`src/design/mds_consts.svh`:
```
// register map, field positions, reset values and timing figures of the supervisor
`ifndef MDS_CONSTS_SVH
`define MDS_CONSTS_SVH

`define MDS_ADDR_SPD_LO 8'h00
`define MDS_ADDR_SPD_HI 8'h01
`define MDS_ADDR_CTRL 8'h02
`define MDS_ADDR_STATUS 8'h10
`define MDS_ADDR_FCODE 8'h1e

`define MDS_CTRL_VSEL 0
`define MDS_CTRL_LPDIS 1
`define MDS_CTRL_SRC_LO 2
`define MDS_CTRL_SRC_HI 3
`define MDS_SPD_HI_BIT 0

`define MDS_ST_OT 7
`define MDS_ST_LP 6
`define MDS_ST_OC 5
`define MDS_ST_LOCK 4

`define MDS_SPD_RST 9'h000
`define MDS_RDATA_RST 8'h00
`define MDS_FCODE_RST 3'h0

`define MDS_CLK_HZ 10000000
`define MDS_LOCK_OFF_MS 5000
`define MDS_LOCK_ENTER_MS 300
`define MDS_LP_ENTER_MS 58
`define MDS_LP_EXIT_MS 1

`define MDS_PWM_WIN_LAST 9'h1fe
`define MDS_ANA_ENTER_LVL 9'h010
`define MDS_ANA_EXIT_LVL 9'h020

`define MDS_ANG_Q 7'h18
`define MDS_ANG_H 7'h30
`define MDS_ANG_3Q 7'h48
`define MDS_ANG_FULL 7'h60
`define MDS_ANG_THIRD 7'h20

`endif

```
`src/design/mds_pkg.sv`:
```
// types shared by the motor drive supervisor and its modulator
package mds_pkg;

  typedef enum logic [1:0] {
    MDS_SRC_PWM = 2'b00,
    MDS_SRC_ANA = 2'b01,
    MDS_SRC_SER = 2'b10
  } mds_src_t;

  typedef enum logic [1:0] {
    MDS_LK_RUN = 2'b00,
    MDS_LK_OFF = 2'b01,
    MDS_LK_RETRY = 2'b10
  } mds_lock_t;

  typedef struct packed {
    logic [8:0] spd;
    logic vsel;
    logic lpdis;
    logic [1:0] src;
    logic [7:0] rdata;
    logic ot;
    logic uv;
    logic oc;
    mds_lock_t lk;
    logic [31:0] lk_cnt;
    logic [2:0] fcode;
    logic lp;
    logic [31:0] lp_cnt;
    logic [8:0] win;
    logic [8:0] hi;
    logic [8:0] pwm_duty;
    logic hs_on;
    logic [8:0] peak;
  } mds_sup_t;

  typedef struct packed {
    logic [8:0] du;
    logic [8:0] dv;
    logic [8:0] dw;
  } mds_mod_t;

endpackage

```
`src/design/mds_modulator.sv`:
```
// three-phase flat-bottom sine modulator scaled by the peak duty
`timescale 1ns/100ps
`include "mds_consts.svh"

module mds_modulator (
  input wire logic mclk_i,
  input wire logic arst_n_i,
  input wire logic cen_i,
  input wire logic en_i,
  input wire logic [6:0] angle_i,
  input wire logic [8:0] peak_i,
  output logic [8:0] duty_u_o,
  output logic [8:0] duty_v_o,
  output logic [8:0] duty_w_o
);
  import mds_pkg::*;

  // quarter wave, amplitude chosen so that the line-to-line peak reaches 255
  localparam logic [7:0] SIN_Q [25] = '{
    8'h00, 8'h0a, 8'h13, 8'h1d, 8'h26, 8'h2f, 8'h38, 8'h41, 8'h4a, 8'h52,
    8'h59, 8'h61, 8'h68, 8'h6f, 8'h75, 8'h7a, 8'h7f, 8'h84, 8'h88, 8'h8b,
    8'h8e, 8'h90, 8'h92, 8'h93, 8'h93};

  function automatic logic signed [8:0] sin_of(input logic [6:0] a);
    logic [6:0] i;
    logic neg;
    i = a;
    neg = 1'b0;
    if (a <= `MDS_ANG_Q) begin
      i = a;
    end else if (a <= `MDS_ANG_H) begin
      i = `MDS_ANG_H - a;
    end else if (a <= `MDS_ANG_3Q) begin
      i = a - `MDS_ANG_H;
      neg = 1'b1;
    end else begin
      i = `MDS_ANG_FULL - a;
      neg = 1'b1;
    end
    sin_of = neg ? -$signed({1'b0, SIN_Q[i[4:0]]}) : $signed({1'b0, SIN_Q[i[4:0]]});
  endfunction

  mds_mod_t st;
  mds_mod_t next_st;
  logic [6:0] base;
  logic signed [8:0] s [3];
  logic signed [8:0] mn;
  logic [8:0] d [3];

  // out-of-range angles fold to zero rather than index past the table
  assign base = (angle_i >= `MDS_ANG_FULL) ? 7'h00 : angle_i;

  // ************************************************************
  // per-phase sine, 120 degrees apart
  // ************************************************************
  genvar p;
  generate
    for (p = 0; p < 3; p++) begin : g_ph
      logic [7:0] sum;
      logic [6:0] ang;
      logic signed [8:0] diff;
      logic [17:0] prod;
      assign sum = {1'b0, base} + 8'(p) * {1'b0, `MDS_ANG_THIRD};
      assign ang = (sum >= {1'b0, `MDS_ANG_FULL}) ? 7'(sum - {1'b0, `MDS_ANG_FULL}) : sum[6:0];
      assign s[p] = sin_of(ang);
      // the lowest phase sits at ground; the rest carry the third harmonic
      assign diff = s[p] - mn;
      // full scale of the difference maps onto the peak duty
      assign prod = diff * peak_i;
      assign d[p] = prod[16:8];
    end
  endgenerate

  always_comb begin
    mn = s[0];
    if (s[1] < mn) begin
      mn = s[1];
    end
    if (s[2] < mn) begin
      mn = s[2];
    end
  end

  always_comb begin
    next_st = st;
    next_st.du = en_i ? d[0] : 9'h000;
    next_st.dv = en_i ? d[1] : 9'h000;
    next_st.dw = en_i ? d[2] : 9'h000;
  end

  always_ff @(posedge mclk_i or negedge arst_n_i) begin
    if (!arst_n_i) begin
      st <= '0;
    end else if (cen_i) begin
      st <= next_st;
    end
  end

  assign duty_u_o = st.du;
  assign duty_v_o = st.dv;
  assign duty_w_o = st.dw;
endmodule

```
`src/design/mds_supervisor.sv`:
```
// motor drive supervisor: protection, speed source, low power and regulator control
//
// Notes on behaviour
// - regulator target is 5 V with select bit 0, 3.3 V with bit 1.
// - high-side switch turns on when output drops by hysteresis, off at target.
// - over-temperature stops driving until cooled below hysteresis; status bit 7 shows it.
// - undervoltage locks out at falling level, releases only at the higher rising level.
// - overcurrent puts all phases high impedance while present; status bit 5 set.
// - blocked rotor stops drive, waits release time, retries, repeating while blocked.
// - lock sets status bit 4 and records the cause in the fault code register.
// - speed command comes from pin PWM, pin analog level, or 9-bit serial field.
// - peak duty follows the command but external limiters may only reduce it.
// - phase voltages carry third harmonic; one phase grounded, two modulated.
// - peak duty 100 percent gives supply amplitude, 50 percent half supply.
// - sleep or standby stops driving the motor outputs.
// - sleep variant disables regulator and serial port and resets speed and control registers; fault code is kept.
// - standby variant keeps regulator, registers and serial port alive.
// - low-power disable blocks entry but does not force an exit.
// - status bit 6 is set throughout sleep or standby.
// - serial speed zero for entry time enters low power; nonzero leaves standby.
// - serial command cannot end sleep; only speed pin activity does.
`timescale 1ns/100ps
`include "mds_consts.svh"

module mds_supervisor #(
  parameter bit SLEEP_VARIANT = 1'b0,
  parameter int unsigned LOCK_OFF_CYC = `MDS_LOCK_OFF_MS * (`MDS_CLK_HZ / 1000),
  parameter int unsigned LOCK_ENTER_CYC = `MDS_LOCK_ENTER_MS * (`MDS_CLK_HZ / 1000),
  parameter int unsigned LP_ENTER_CYC = `MDS_LP_ENTER_MS * (`MDS_CLK_HZ / 1000),
  parameter int unsigned LP_EXIT_CYC = `MDS_LP_EXIT_MS * (`MDS_CLK_HZ / 1000)
) (
  input wire logic mclk_i,
  input wire logic arst_n_i,
  input wire logic cen_i,
  input wire logic [7:0] reg_addr_i,
  input wire logic [7:0] reg_wdata_i,
  input wire logic reg_wr_i,
  input wire logic reg_rd_i,
  output logic [7:0] reg_rdata_o,
  input wire logic speed_pin_i,
  input wire logic [8:0] speed_level_i,
  input wire logic temp_over_i,
  input wire logic temp_cool_i,
  input wire logic vcc_fall_i,
  input wire logic vcc_rise_i,
  input wire logic oc_i,
  input wire logic lock_i,
  input wire logic [2:0] lock_cause_i,
  input wire logic [8:0] duty_limit_i,
  input wire logic [6:0] elec_angle_i,
  input wire logic vreg_low_i,
  input wire logic vreg_ok_i,
  output logic vreg_target_sel_o,
  output logic vreg_hs_on_o,
  output logic vreg_en_o,
  output logic serial_en_o,
  output logic uvlo_o,
  output logic [8:0] output_peak_duty_o,
  output logic [8:0] duty_u_o,
  output logic [8:0] duty_v_o,
  output logic [8:0] duty_w_o,
  output logic [2:0] phase_oe_o
);
  import mds_pkg::*;

  // ************************************************************
  // elaboration checks
  // ************************************************************
  if (LOCK_OFF_CYC < 1 || LOCK_ENTER_CYC < 1) begin : g_chk_lock
    $error("lock timing counts must be at least one cycle");
  end
  if (LP_ENTER_CYC < 1 || LP_EXIT_CYC < 1) begin : g_chk_lp
    $error("low-power dwell counts must be at least one cycle");
  end

  localparam logic [31:0] LOCK_OFF_LAST = 32'(LOCK_OFF_CYC - 1);
  localparam logic [31:0] LOCK_ENTER_LAST = 32'(LOCK_ENTER_CYC - 1);
  localparam logic [31:0] LP_ENTER_LAST = 32'(LP_ENTER_CYC - 1);
  localparam logic [31:0] LP_EXIT_LAST = 32'(LP_EXIT_CYC - 1);

  mds_sup_t st;
  mds_sup_t next_st;
  logic drive;
  logic ser_on;
  logic wr_ok;
  logic enter_cond;
  logic exit_cond;
  logic [8:0] cmd;
  logic [7:0] status;
  mds_src_t src;

  assign src = mds_src_t'(st.src);
  // serial port is dead while the sleep variant sleeps
  assign ser_on = !(SLEEP_VARIANT && st.lp);
  assign wr_ok = reg_wr_i && ser_on;
  // any protection or low power takes the phases off
  assign drive = !st.ot && !st.uv && !st.oc && (st.lk != MDS_LK_OFF) && !st.lp;

  // ************************************************************
  // status view
  // ************************************************************
  always_comb begin
    status = 8'h00;
    status[`MDS_ST_OT] = st.ot;
    status[`MDS_ST_LP] = st.lp;
    status[`MDS_ST_OC] = st.oc;
    status[`MDS_ST_LOCK] = (st.lk != MDS_LK_RUN);
  end

  // ************************************************************
  // speed source selection
  // ************************************************************
  always_comb begin
    unique case (src)
      MDS_SRC_PWM: cmd = st.pwm_duty;
      MDS_SRC_ANA: cmd = speed_level_i;
      MDS_SRC_SER: cmd = st.spd;
      default: cmd = `MDS_SPD_RST;
    endcase
  end

  // ************************************************************
  // low-power entry and exit conditions
  // ************************************************************
  always_comb begin
    unique case (src)
      MDS_SRC_ANA: enter_cond = speed_level_i < `MDS_ANA_ENTER_LVL;
      MDS_SRC_SER: enter_cond = (st.spd == `MDS_SPD_RST);
      default: enter_cond = !speed_pin_i;
    endcase
    if (SLEEP_VARIANT) begin
      // registers were wiped on entry, so only the pin can wake the part
      exit_cond = (src == MDS_SRC_ANA) ? (speed_level_i > `MDS_ANA_EXIT_LVL) : speed_pin_i;
    end else begin
      unique case (src)
        MDS_SRC_ANA: exit_cond = speed_level_i > `MDS_ANA_EXIT_LVL;
        MDS_SRC_SER: exit_cond = (st.spd != `MDS_SPD_RST);
        default: exit_cond = speed_pin_i;
      endcase
    end
  end

  // ************************************************************
  // next state
  // ************************************************************
  always_comb begin
    next_st = st;

    // register writes, only while the serial port runs
    if (wr_ok) begin
      unique case (reg_addr_i)
        `MDS_ADDR_SPD_LO: next_st.spd[7:0] = reg_wdata_i;
        `MDS_ADDR_SPD_HI: next_st.spd[8] = reg_wdata_i[`MDS_SPD_HI_BIT];
        `MDS_ADDR_CTRL: begin
          next_st.vsel = reg_wdata_i[`MDS_CTRL_VSEL];
          next_st.lpdis = reg_wdata_i[`MDS_CTRL_LPDIS];
          next_st.src = reg_wdata_i[`MDS_CTRL_SRC_HI:`MDS_CTRL_SRC_LO];
        end
        default: ;
      endcase
    end

    // reads are registered; unmapped addresses answer zero
    if (reg_rd_i && ser_on) begin
      unique case (reg_addr_i)
        `MDS_ADDR_SPD_LO: next_st.rdata = st.spd[7:0];
        `MDS_ADDR_SPD_HI: next_st.rdata = {7'h00, st.spd[8]};
        `MDS_ADDR_CTRL: next_st.rdata = {4'h0, st.src, st.lpdis, st.vsel};
        `MDS_ADDR_STATUS: next_st.rdata = status;
        `MDS_ADDR_FCODE: next_st.rdata = {5'h00, st.fcode};
        default: next_st.rdata = `MDS_RDATA_RST;
      endcase
    end

    // flags that hardware sets win over their clearing event
    if (temp_over_i) begin
      next_st.ot = 1'b1;
    end else if (temp_cool_i) begin
      next_st.ot = 1'b0;
    end
    if (vcc_fall_i) begin
      next_st.uv = 1'b1;
    end else if (vcc_rise_i) begin
      next_st.uv = 1'b0;
    end
    next_st.oc = oc_i;

    // pwm duty meter: fraction of high samples over one window
    if (st.win == `MDS_PWM_WIN_LAST) begin
      next_st.win = 9'h000;
      next_st.hi = 9'h000;
      next_st.pwm_duty = st.hi + {8'h00, speed_pin_i};
    end else begin
      next_st.win = st.win + 9'h001;
      next_st.hi = st.hi + {8'h00, speed_pin_i};
    end

    // limiters can only pull the peak below the command
    next_st.peak = (cmd > duty_limit_i) ? duty_limit_i : cmd;

    // ************************************************************
    // lock protection cycle
    // ************************************************************
    unique case (st.lk)
      MDS_LK_RUN: begin
        if (lock_i && drive) begin
          next_st.lk = MDS_LK_OFF;
          next_st.lk_cnt = 32'h0;
          next_st.fcode = lock_cause_i;
        end
      end
      MDS_LK_OFF: begin
        if (st.lk_cnt == LOCK_OFF_LAST) begin
          next_st.lk = MDS_LK_RETRY;
          next_st.lk_cnt = 32'h0;
        end else begin
          next_st.lk_cnt = st.lk_cnt + 32'h1;
        end
      end
      MDS_LK_RETRY: begin
        if (lock_i) begin
          next_st.lk = MDS_LK_OFF;
          next_st.lk_cnt = 32'h0;
          next_st.fcode = lock_cause_i;
        end else if (st.lk_cnt == LOCK_ENTER_LAST) begin
          next_st.lk = MDS_LK_RUN;
          next_st.lk_cnt = 32'h0;
        end else begin
          next_st.lk_cnt = st.lk_cnt + 32'h1;
        end
      end
      default: begin
        next_st.lk = MDS_LK_RUN;
        next_st.lk_cnt = 32'h0;
      end
    endcase

    // ************************************************************
    // sleep or standby dwell
    // ************************************************************
    if (!st.lp) begin
      // the disable bit only blocks entry
      if (enter_cond && !st.lpdis) begin
        if (st.lp_cnt == LP_ENTER_LAST) begin
          next_st.lp = 1'b1;
          next_st.lp_cnt = 32'h0;
          if (SLEEP_VARIANT) begin
            // nothing here is nonvolatile, so every setting falls back
            next_st.spd = `MDS_SPD_RST;
            next_st.vsel = 1'b0;
            next_st.lpdis = 1'b0;
            next_st.src = MDS_SRC_PWM;
          end
        end else begin
          next_st.lp_cnt = st.lp_cnt + 32'h1;
        end
      end else begin
        next_st.lp_cnt = 32'h0;
      end
    end else begin
      if (exit_cond) begin
        if (st.lp_cnt == LP_EXIT_LAST) begin
          next_st.lp = 1'b0;
          next_st.lp_cnt = 32'h0;
        end else begin
          next_st.lp_cnt = st.lp_cnt + 32'h1;
        end
      end else begin
        next_st.lp_cnt = 32'h0;
      end
    end

    // ************************************************************
    // hysteretic step-down control
    // ************************************************************
    if (SLEEP_VARIANT && st.lp) begin
      next_st.hs_on = 1'b0;
    end else if (vreg_low_i) begin
      next_st.hs_on = 1'b1;
    end else if (vreg_ok_i) begin
      next_st.hs_on = 1'b0;
    end
  end

  always_ff @(posedge mclk_i or negedge arst_n_i) begin
    if (!arst_n_i) begin
      st <= '0;
    end else if (cen_i) begin
      st <= next_st;
    end
  end

  // ************************************************************
  // modulator
  // ************************************************************
  mds_modulator u_mod (
    .mclk_i(mclk_i),
    .arst_n_i(arst_n_i),
    .cen_i(cen_i),
    .en_i(drive),
    .angle_i(elec_angle_i),
    .peak_i(st.peak),
    .duty_u_o(duty_u_o),
    .duty_v_o(duty_v_o),
    .duty_w_o(duty_w_o)
  );

  assign reg_rdata_o = st.rdata;
  assign vreg_target_sel_o = st.vsel;
  assign vreg_hs_on_o = st.hs_on;
  assign vreg_en_o = ser_on;
  assign serial_en_o = ser_on;
  assign uvlo_o = st.uv;
  assign output_peak_duty_o = st.peak;
  assign phase_oe_o = {3{drive}};
endmodule

```
`config.mk`:
```
export PLATFORM = sky130hd
export DESIGN_NAME = mds_supervisor
export DESIGN_NICKNAME = d
export VERILOG_FILES = /design/src/design/mds_pkg.sv /design/src/design/mds_modulator.sv /design/src/design/mds_supervisor.sv
export VERILOG_INCLUDE_DIRS = /design/src /design/src/design
export SDC_FILE = /design/constraint.sdc
export NUM_CORES = 1
export LEC_CHECK = 0
export BUFFER_PORTS_ARGS = -buffer_cell sky130_fd_sc_hd__buf_2
export CAP_MARGIN = 20
export CORE_MARGIN = 8
export CORE_UTILIZATION = 50
export CTS_BUF_LIST = sky130_fd_sc_hd__clkbuf_4
export CTS_CLUSTER_SIZE = 20
export DETAILED_ROUTE_END_ITERATION = 7
export PLACE_DENSITY = 0.64
export SETUP_SLACK_MARGIN = 0.2
export SYNTH_ARGS = -nofsm -noshare
export SYNTH_HDL_FRONTEND = slang
export SYNTH_SLANG_ARGS = --single-unit
```
`constraint.sdc`:
```
create_clock -name mclk_i -period 6.5 [get_ports mclk_i]
set_input_delay 0.65 -clock mclk_i [delete_from_list [all_inputs] [get_ports mclk_i]]
set_output_delay 0.65 -clock mclk_i [all_outputs]
set_load 0.005 [all_outputs]
```
== Yosys cells after proc, flatten, opt, wreduce, memory -nomap -nowiden ==
Memory sizes are Yosys's and may differ from the RTL's.
Index checks and enable logic that the tools add are counted.

* Register bits: 158
* Bits in read-only memories: 768
* Output and inout port bits: 52
* Logic and storage cells: 190
* Memories kept: 3

* Add/sub/neg operators: 24
* $mul: 3
* Order comparisons: 21
* Equal/unequal tests: 18
* Multiplexer cells: 63
* Bitwise logic cells: 3
* Reduce and logical (&&, ||, !) cells: 33

{| class="wikitable"
|+ Memory list
! memory !! depth !! width !! read ports !! clocked after Yosys merged registers in !! write ports !! line !! RTL
|-
| (name not given) || 32 || 8 || 1 || 0 || 0 || mds_modulator.sv:40 || <nowiki>sin_of = neg ? -$signed({1'b0, SIN_Q[i[4:0]]}) : $signed({1'b0, SIN_Q[i[4:0]]});</nowiki>
|-
| (name not given) || 32 || 8 || 1 || 0 || 0 || mds_modulator.sv:40 ||
|-
| (name not given) || 32 || 8 || 1 || 0 || 0 || mds_modulator.sv:40 ||
|}

{| class="wikitable"
|+ Operators with widths
! kind !! count
|-
| 32-bit 2-to-1 mux || 6
|-
| 34-bit case mux with 3 select lines || 1
|-
| 9-bit 2-to-1 mux || 9
|-
| 32-bit by 1-bit adder with 32-bit output (second input constant) || 2
|-
| 9-bit by 9-bit multiplier with 17-bit output || 3
|-
| 8-bit 2-to-1 mux || 6
|-
| 5-bit 2-to-1 mux || 9
|-
| 8-bit case mux with 5 select lines || 1
|-
| 37-bit 2-to-1 mux || 1
|-
| 34-bit 2-to-1 mux || 1
|-
| 33-bit 2-to-1 mux || 1
|-
| 32-bit by 14-bit == test with 1-bit output (second input constant) || 1
|-
| 32-bit by 20-bit == test with 1-bit output (second input constant) || 1
|-
| 32-bit by 22-bit == test with 1-bit output (second input constant) || 1
|-
| 32-bit by 26-bit == test with 1-bit output (second input constant) || 1
|-
| 7-bit 2-to-1 mux || 4
|-
| 8-bit negation with 9-bit output || 3
|-
| 9-bit case mux with 3 select lines || 1
|-
| 9-bit subtractor || 3
|-
| 7-bit by 5-bit <= comparator with 1-bit output (second input constant) || 3
|-
| 7-bit by 6-bit <= comparator with 1-bit output (second input constant) || 3
|-
| 7-bit <= comparator (second input constant) || 3
|-
| 7-bit subtractor (second input constant) || 3
|-
| 6-bit >= comparator (second input constant) || 3
|-
| other kinds (39) || 95
|}

== Logic depth before layout (Yosys ltp) ==
Gate-level depths: netlist of run 1.

* Depth after elaboration: 22
* Gate-level depth with buffers: 84
* Depth with buffers taken out: 81

== Modules after synthesis ==
From an unflattened synthesis of run 1, not the netlist that was laid out.

* Cells, all modules: 2390
* Area total of the unflattened synthesis: 20151.8 um^2

{| class="wikitable"
|+ By module, submodules not included
! module !! times used !! cells an instance !! area each (um^2) !! sequential area each (um^2)
|-
| mds_modulator || 1 || 1587 || 12669.7 || 675.6
|-
| mds_supervisor || 1 || 803 || 7482.2 || 3278.1
|}

== Worst setup path after synthesis of run 1 ==
No wires, ideal clock.

* Path type: input to register
* From: in elec_angle_i[5]
* To: reg u_mod.st, in the netlist u_mod.duty_w_o[8]
* Library setup time: 0.121 ns
* Arrival time: 15.380 ns
* Required time: 6.379 ns
* Setup slack: -9.001 ns
* Stages: 83
* Buffers on the path: 3
* Path through: buf_2 > nand2_1 > nand2_1 > ha_1 > ha_1 > nor2b_1 > and2_1 > o221ai_2 > nand2_1 > mux2i_1 > inv_1 > ha_1 > inv_1 > mux2i_1 > a21oi_1 > mux2i_1 > o21ai_0 > and2_1 > (+47 left out) > a21oi_1 > inv_1 > a21oi_1 > nor2b_1 > nor2_1 > nor2b_1 > nor2_1 > nor2b_1 > nor2_1 > nor2b_1 > nor2_1 > nor2b_1 > nor2_1 > nor2b_1 > nor2_1 > xnor2_1 > xnor2_1 > a22o_1

* Word-level cells in the longest chain between the ends: 22
* Elaborated cells between the ends (all ways): 71
* Those cells by class: add/sub (18); mul (1); order compare (15); mux (31); bitwise (3); memory (3)

{| class="wikitable"
|+ Ends and longest elaborated chain
! element !! line !! RTL
|-
| start, declared || mds_supervisor.sv:50 || <nowiki>input wire logic [6:0] elec_angle_i,</nowiki>
|-
| 7-bit >= comparator (no line) || - ||
|-
| 7-bit 2-to-1 mux (*) || mds_modulator.sv:51 || <nowiki>assign base = (angle_i >= `MDS_ANG_FULL) ? 7'h00 : angle_i;</nowiki>
|-
| 7-bit by 6-bit adder with 8-bit output || mds_modulator.sv:63 || <nowiki>assign sum = {1'b0, base} + 8'(p) * {1'b0, `MDS_ANG_THIRD};</nowiki>
|-
| 7-bit subtractor / 8-bit by 7-bit >= comparator with 1-bit output (equally long branches) || mds_modulator.sv:64 || <nowiki>assign ang = (sum >= {1'b0, `MDS_ANG_FULL}) ? 7'(sum - {1'b0, `MDS_ANG_FULL}) : sum[6:0];</nowiki>
|-
| 7-bit 2-to-1 mux || mds_modulator.sv:64 ||
|-
| 7-bit <= comparator (no line), or another cell as far along || - ||
|-
| 5-bit 2-to-1 mux || mds_modulator.sv:33 || <nowiki>end else if (a <= `MDS_ANG_3Q) begin</nowiki>
|-
| 5-bit 2-to-1 mux || mds_modulator.sv:31 || <nowiki>end else if (a <= `MDS_ANG_H) begin</nowiki>
|-
| (+6 left out) || - ||
|-
| 9-bit 2-to-1 mux || mds_modulator.sv:40 ||
|-
| 9-bit less-than comparator || mds_modulator.sv:76 || <nowiki>if (s[1] < mn) begin</nowiki>
|-
| 9-bit 2-to-1 mux || mds_modulator.sv:76 ||
|-
| 9-bit less-than comparator || mds_modulator.sv:79 || <nowiki>if (s[2] < mn) begin</nowiki>
|-
| 9-bit 2-to-1 mux || mds_modulator.sv:79 ||
|-
| 9-bit subtractor (*) || mds_modulator.sv:67 || <nowiki>assign diff = s[p] - mn;</nowiki>
|-
| 9-bit by 9-bit multiplier with 17-bit output (*) || mds_modulator.sv:69 || <nowiki>assign prod = diff * peak_i;</nowiki>
|-
| 9-bit 2-to-1 mux (*) || mds_modulator.sv:88 || <nowiki>next_st.dw = en_i ? d[2] : 9'h000;</nowiki>
|-
| end signal, assigned || mds_modulator.sv:95 || <nowiki>st <= next_st;</nowiki>
|-
| end, declared || mds_modulator.sv:43 || <nowiki>mds_mod_t st;</nowiki>
|}

Mark *: on every way between the ends. The rest lies on a longest branch, timed or not. The select of a mux whose other input is x is not followed.
A chain may end at the register's enable or synchronous reset.

== Worst setup path after layout of run 1 ==
Same ends and word-level chain as after synthesis.

==> flow_summary.json, run 1 <==
{
  "status": "finished with violations",
  "violations": "negative setup slack",
  "crit_required_ps": 7000,
  "postPlaceCellArea_sq_um": 23500,
  "drc_errors": 0,
  "hold_viol_final": 0,
  "critPathMaxFanout": 6,
  "synth_seq_area_share": 0.203,
  "drtAntennaViolNets": 0,
  "insertion_delay_ps": 650,
  "whs_ps": 127,
  "wirelength_microns": 54400,
  "ys_ff_latch": 158,
  "synth_fa_ha_area_frac": 0.264,
  "tightest_slew_ps": 973,
  "synth_compound_area_frac": 0.148,
  "final-max-slew-violation-count": 0,
  "hp-class": "primary input to asynchronous set/reset pin",
  "netlist_instances": 2252,
  "slowest_delay_ps": 540,
  "cts_max_path_buffers": 2,
  "cts_hold_buf": 0,
  "ys.flop_type": "dfrtp_1",
  "syn_to_final_growth_pct": 30.4,
  "io_pins": 110,
  "fill_cells": 3199,
  "rsz0062_at_grt": "yes",
  "maxSlewHeadroom": 0.351,
  "yosys_warnings": 0,
  "netlist_area_sq_um": 19500,
  "cp-end-kind": "register",
  "multiInputGateArea_sq_um": 15100,
  "nNetsFinal": 3149,
  "cts_buffers": 17,
  "die_h_microns": 213,
  "yosysUniqueCellTypes": 116,
  "htreeDepth": 4,
  "synth_top_family_by_area": "adder cells",
  "io_buffer_count": 107,
  "clkTransAtPathRegs_ps": 140,
  "max_freq_mhz": 76.2,
  "postSynthAreaPerCell_sq_um": 8.65,
  "cts-root-buf": "clkbuf_4",
  "setup_slack_ps": -6620,
  "cp_slowest_cell": "fa_1",
  "grt_first_pass_wirelength_microns": 90600,
  "grt_pass1_vias": 18500,
  "seq_area_sq_um": 3950,
  "critPathBufInv": 13,
  "crit_cells": 80,
  "crit_arrival_ps": 13630,
  "routabilityCongestion": 0.950,
  "maxCapViolations": 0,
  "fin_util": 0.659,
  "grtUsageTotal": 0.241,
  "yosys.area_share.simple": 0.215,
  "worst_setup_path_start_kind": "primary input",
  "synth_edf_count": 0,
  "routedWlPerCell_microns": 16.5,
  "cts_tree": "done",
  "die_w_microns": 213,
  "drt-initial-drc-count": 1091,
  "grt_antenna_before_repair": 2,
  "setup_viol": 27,
  "dpl.hpwl_microns": 42100,
  "skew_ps": 54.1,
  "die_area_sq_um": 45500,
  "synthMuxAreaShare": 0.0354,
  "fin_crit_ps": 13120,
  "layout-drive-gt1-share": 0.311,
  "start_util": 0.505,
  "rows": 72,
  "drt_first_pass_iters": 7,
  "vias": 18000,
  "synth_xor_area_frac": 0.0641,
  "clkSinkCount": 158,
  "vias_per_cell": 5.44,
  "fin_crit_sh": 2.02,
  "grt_max_degree": 106,
  "crit_type": "primary input to register",
  "synthArstFlopShare": 1.00,
  "path_delay_family": "adder cells",
  "reg2reg_depth": 29,
  "gr-total-overflow": 0,
  "core_area_sq_um": 38600,
  "post-route-cell-area_sq_um": 25400
}
==> flip-flops by register name, indices dropped and copies added (netlist names) <==
signal / cells
output_peak_duty_o: 9
reg_rdata_o: 8
src: 2
st: 109
u_mod.duty_u_o: 9
u_mod.duty_v_o: 9
u_mod.duty_w_o: 9
uvlo_o: 1
vreg_hs_on_o: 1
vreg_target_sel_o: 1
==> synth_stat cells, drive strengths merged, types with 64 or more instances <==
cell type	number	area share
inv	230	0.044
nand2	227	0.044
nor2	183	0.035
ha	176	0.11
dfrtp	158	0.20
fa	145	0.15
and2	113	0.036
o21ai	95	0.025
a21oi	89	0.024
xnor2	80	0.037
nor2b	66	0.021
clkbuf	64	0.012
==> metrics by stage <==
stage / std cells / TNS (ps) / setup WS (ps)
after floorplan: 2253 / -167780 / -7340
after global routing: 3301 / -170990 / -7340
after global placement: 3168 / -164060 / -6950
final: 3301 / -155330 / -6620
after CTS: 3267 / -150230 / -6390
after detailed placement: 3169 / -174700 / -7410
==> final cells by class <==
| type | count | area share |
|---|---|---|
| inverters | 233 | 0.0347 |
| diodes | 1 | 0.0000985 |
| repair buffers | 603 | 0.178 |
| clock inverters | 14 | 0.00626 |
| flip-flops and latches | 158 | 0.156 |
| well taps | 518 | 0.0255 |
| clock buffers | 17 | 0.00502 |
| multi-input cells | 1757 | 0.595 |
==> cells by family after synthesis <==
family	Yosys count
AOI/OAI and AO/OA	396
adders and majority gates	324
other	1
xor gates and xnor gates	139
DFF	158
muxes	65
and+or+nand+nor	831
buffers and inverters	338
==> final timing paths <==
| kind | start | to | slack, ps |
|---|---|---|---|
| max | elec_angle_i[5] | u_mod.duty_w_o[8]$_DFFE_PN0P_ | -6620 |
| min | arst_n_i | reg_rdata_o[7]$_DFFE_PN0P_ | 130 |
| max reg2reg | output_peak_duty_o[2]$_DFFE_PN0P_ | u_mod.duty_v_o[8]$_DFFE_PN0P_ | 620 |
| min reg2reg | reg_rdata_o[4]$_DFFE_PN0P_ | reg_rdata_o[4]$_DFFE_PN0P_ | 520 |
| max in group asynchronous | arst_n_i | st[29]$_DFFE_PN0P_ | 5100 |
| min in group mclk_i | reg_wdata_i[5] | st[127]$_DFFE_PN0P_ | 260 |
==> layer usage <==
layer	vias to the layer above	wire length (microns)	GRT usage
met5	-	13	0
met4	2	1640	0.0785
met3	102	2100	0.0257
met2	364	26400	0.412
met1	8819	24200	0.317
li1	8669	-	-
==> layout by cell type, fill, tap and decap left out, types with 19 or more instances in the layout <==
| master | n |
|---|---|
| and3_1 | 31 |
| a21o_1 | 19 |
| nor2b_1 | 59 |
| fa_1 | 145 |
| buf_6 | 48 |
| nor3_1 | 28 |
| inv_1 | 213 |
| a21oi_1 | 66 |
| o21ai_0 | 71 |
| dfrtp_1 | 158 |
| xnor2_2 | 29 |
| ha_4 | 21 |
| buf_4 | 446 |
| and2_1 | 107 |
| xnor2_1 | 50 |
| a22o_1 | 42 |
| nand4_1 | 23 |
| buf_2 | 103 |
| nand2b_1 | 34 |
| ha_1 | 148 |
| nand3_1 | 54 |
| nand2_1 | 220 |
| a21oi_2 | 20 |
| mux2i_1 | 34 |
| nor2_1 | 176 |
| mux2_2 | 23 |
| xor2_1 | 52 |
==> what timing repair did <==
action,CTS,global route
setup endpoints to repair,27,27
gates resized for setup,80,85
buffers inserted,67,31
endpoints found under the hold margin,0,0
pin swaps,70,145
Power of run 1 is not shown: default switching activity piles up to over one toggle a cycle in this logic, so the estimate is an artifact.
==> run 2: changes to the inputs <==
Settings changed: CORE_UTILIZATION 50 to 55, PLACE_DENSITY 0.64 to 0.7.
==> run 2 against run 1 <==
Against the previous run:
- the flow finishes with violations (design-rule violations, negative setup slack)
- core utilization up 6.5 points
- global-route usage rose by 2.7 points
- die area shrank 8.4%
- count of clock-buffer cells in the layout increased by 2
- clock skew shrank 8.2 ps
- maximum frequency fell by 0.42%
- via count is 1.2% higher
==> flow_summary.json, run 2 (synthesis gave the netlist of run 1 again) <==
{
  "cts-root-buf": "clkbuf_4",
  "grt_pass1_vias": 18800,
  "r2r_start": "output_peak_duty_o[0]$_DFFE_PN0P_",
  "vias_per_cell": 5.58,
  "grt_antenna_before_repair": 1,
  "final-instance-count-excl-fill": 3253,
  "vias": 18200,
  "rrSetupSlack_ps": 360,
  "nNetsFinal": 3157,
  "insertion_delay_ps": 640,
  "die_area_sq_um": 41700,
  "critPathMaxFanout": 5,
  "wirelength_microns": 55900,
  "status": "finished with violations",
  "drtAntennaViolNets": 0,
  "max_freq_mhz": 75.9,
  "fin_util": 0.724,
  "grt_max_degree": 98,
  "crit_arrival_ps": 13680,
  "crit_end": "u_mod.duty_w_o[8]$_DFFE_PN0P_",
  "io_buffer_count": 107,
  "violations": "design-rule violations, negative setup slack",
  "grt_first_pass_wirelength_microns": 92900,
  "multiInputGateArea_sq_um": 15200,
  "routedWlPerCell_microns": 17.2,
  "worst_setup_path_start_kind": "primary input",
  "drc_errors": 11,
  "largest_register_ffs": 109,
  "crit_start": "elec_angle_i[6]",
  "die_h_microns": 204,
  "skew_ps": 45.9,
  "layout_common_cells": "453 x buf_4, 215 x nand2_1, 210 x inv_1, 176 x nor2_1, 158 x dfrtp_1",
  "cp-end-kind": "register",
  "final-max-slew-violation-count": 0,
  "setup_slack_ps": -6680,
  "start_util": 0.553,
  "drt-initial-drc-count": 1169,
  "htreeDepth": 4,
  "cts_buffers": 17,
  "slowest_delay_ps": 530,
  "routabilityCongestion": 0.937,
  "final_common_cell": "buf_4",
  "syn_to_final_growth_pct": 30.9,
  "cp_slowest_cell": "fa_1",
  "dpl.hpwl_microns": 41500,
  "cts_max_path_buffers": 2,
  "clkSinkCount": 158,
  "core_area_sq_um": 35200,
  "die_w_microns": 204,
  "dp_cells": 3105,
  "fin_crit_sh": 2.03,
  "hp-class": "primary input to asynchronous set/reset pin",
  "reg2reg_depth": 30,
  "maxSlewHeadroom": 0.366,
  "seq_area_sq_um": 3950,
  "layout-drive-gt1-share": 0.320,
  "largest_register": "st",
  "drt_first_pass_iters": 8,
  "r2r_end": "u_mod.duty_w_o[8]$_DFFE_PN0P_",
  "hold_viol_final": 0,
  "maxCapViolations": 0,
  "tightest_slew_ps": 950,
  "rows": 69,
  "cts_tree": "done",
  "rsz0062_at_grt": "yes",
  "crit_type": "primary input to register",
  "crit_required_ps": 7000,
  "io_pins": 110,
  "fin_crit_ps": 13180,
  "fill_cells": 2609,
  "grtUsageTotal": 0.268,
  "clkTransAtPathRegs_ps": 150,
  "setup_viol": 27,
  "gr-total-overflow": 0
}
run 2: cell types whose count changed in the layout (fill, tap and decap cells not counted), moves of 4 or more:
cell,before,now
xnor2_2,29,25
xnor2_1,50,54
inv_2,15,19
buf_4,446,453
ha_1,148,143
nand2_1,220,215
nand2_2,4,9
run 2: how the worst min path moves through the flow:
stage                              from                                end  slack (ps)  cells past startpoint
2_1_floorplan                  arst_n_i  output_peak_duty_o[0]$_DFFE_PN0P_         350                      0
3_3_place_gp   vreg_hs_on_o$_DFFE_PN0P_           vreg_hs_on_o$_DFFE_PN0P_         470                      1
3_5_place_dp   vreg_hs_on_o$_DFFE_PN0P_           vreg_hs_on_o$_DFFE_PN0P_         480                      1
4_1_cts                        arst_n_i                 st[35]$_DFFE_PN0P_         100                      1
5_1_grt                        arst_n_i         reg_rdata_o[0]$_DFFE_PN0P_         160                      1
6_report                       arst_n_i         reg_rdata_o[1]$_DFFE_PN0P_         100                      1
run 2: cell type report:
| cell class | instances | area share |
|---|---|---|
| Tap cell | 461 | 0.0226 |
| Clock inverter | 13 | 0.00613 |
| Antenna cell | 1 | 0.0000981 |
| Multi-Input combinational cell | 1757 | 0.597 |
| Inverter | 233 | 0.0344 |
| Sequential cell | 158 | 0.155 |
| Timing Repair Buffer | 611 | 0.179 |
| Clock buffer | 19 | 0.00559 |
run 2: per-stage QoR:
step | hold slack [ps] | TNS, ps | cell area [sq um] | setup slack, ps
after floorplan | 354 | -167780 | 19900 | -7340
after global placement | 473 | -161590 | 23400 | -6870
after detailed placement | 479 | -170210 | 23400 | -7250
after CTS | 98.4 | -151280 | 24800 | -6390
after global routing | 158 | -170170 | 25500 | -7290
final | 104 | -156240 | 25500 | -6680
run 2: layer usage:
metal	track usage	part of all wire
met1	0.344	0.43
met4	0.0941	0.030
met5	0	0
met2	0.459	0.49
met3	0.0357	0.051
run 2: what timing repair did:
action	4_1_cts	5_1_grt
hold buffers	0	0
gates resized for setup	99	86
pin swaps	107	121
setup endpoints to repair	27	27
setup buffers	80	33
run 2: worst max-delay path, delay by kind of cell:
family	cells	cell delay, ps
xor+xnor	4	570
mux	4	710
compound gates	21	3260
simple gates	25	3350
fa+ha+maj	13	4040
buf+inv	14	1090
Power of run 2 is left out for the same reason.
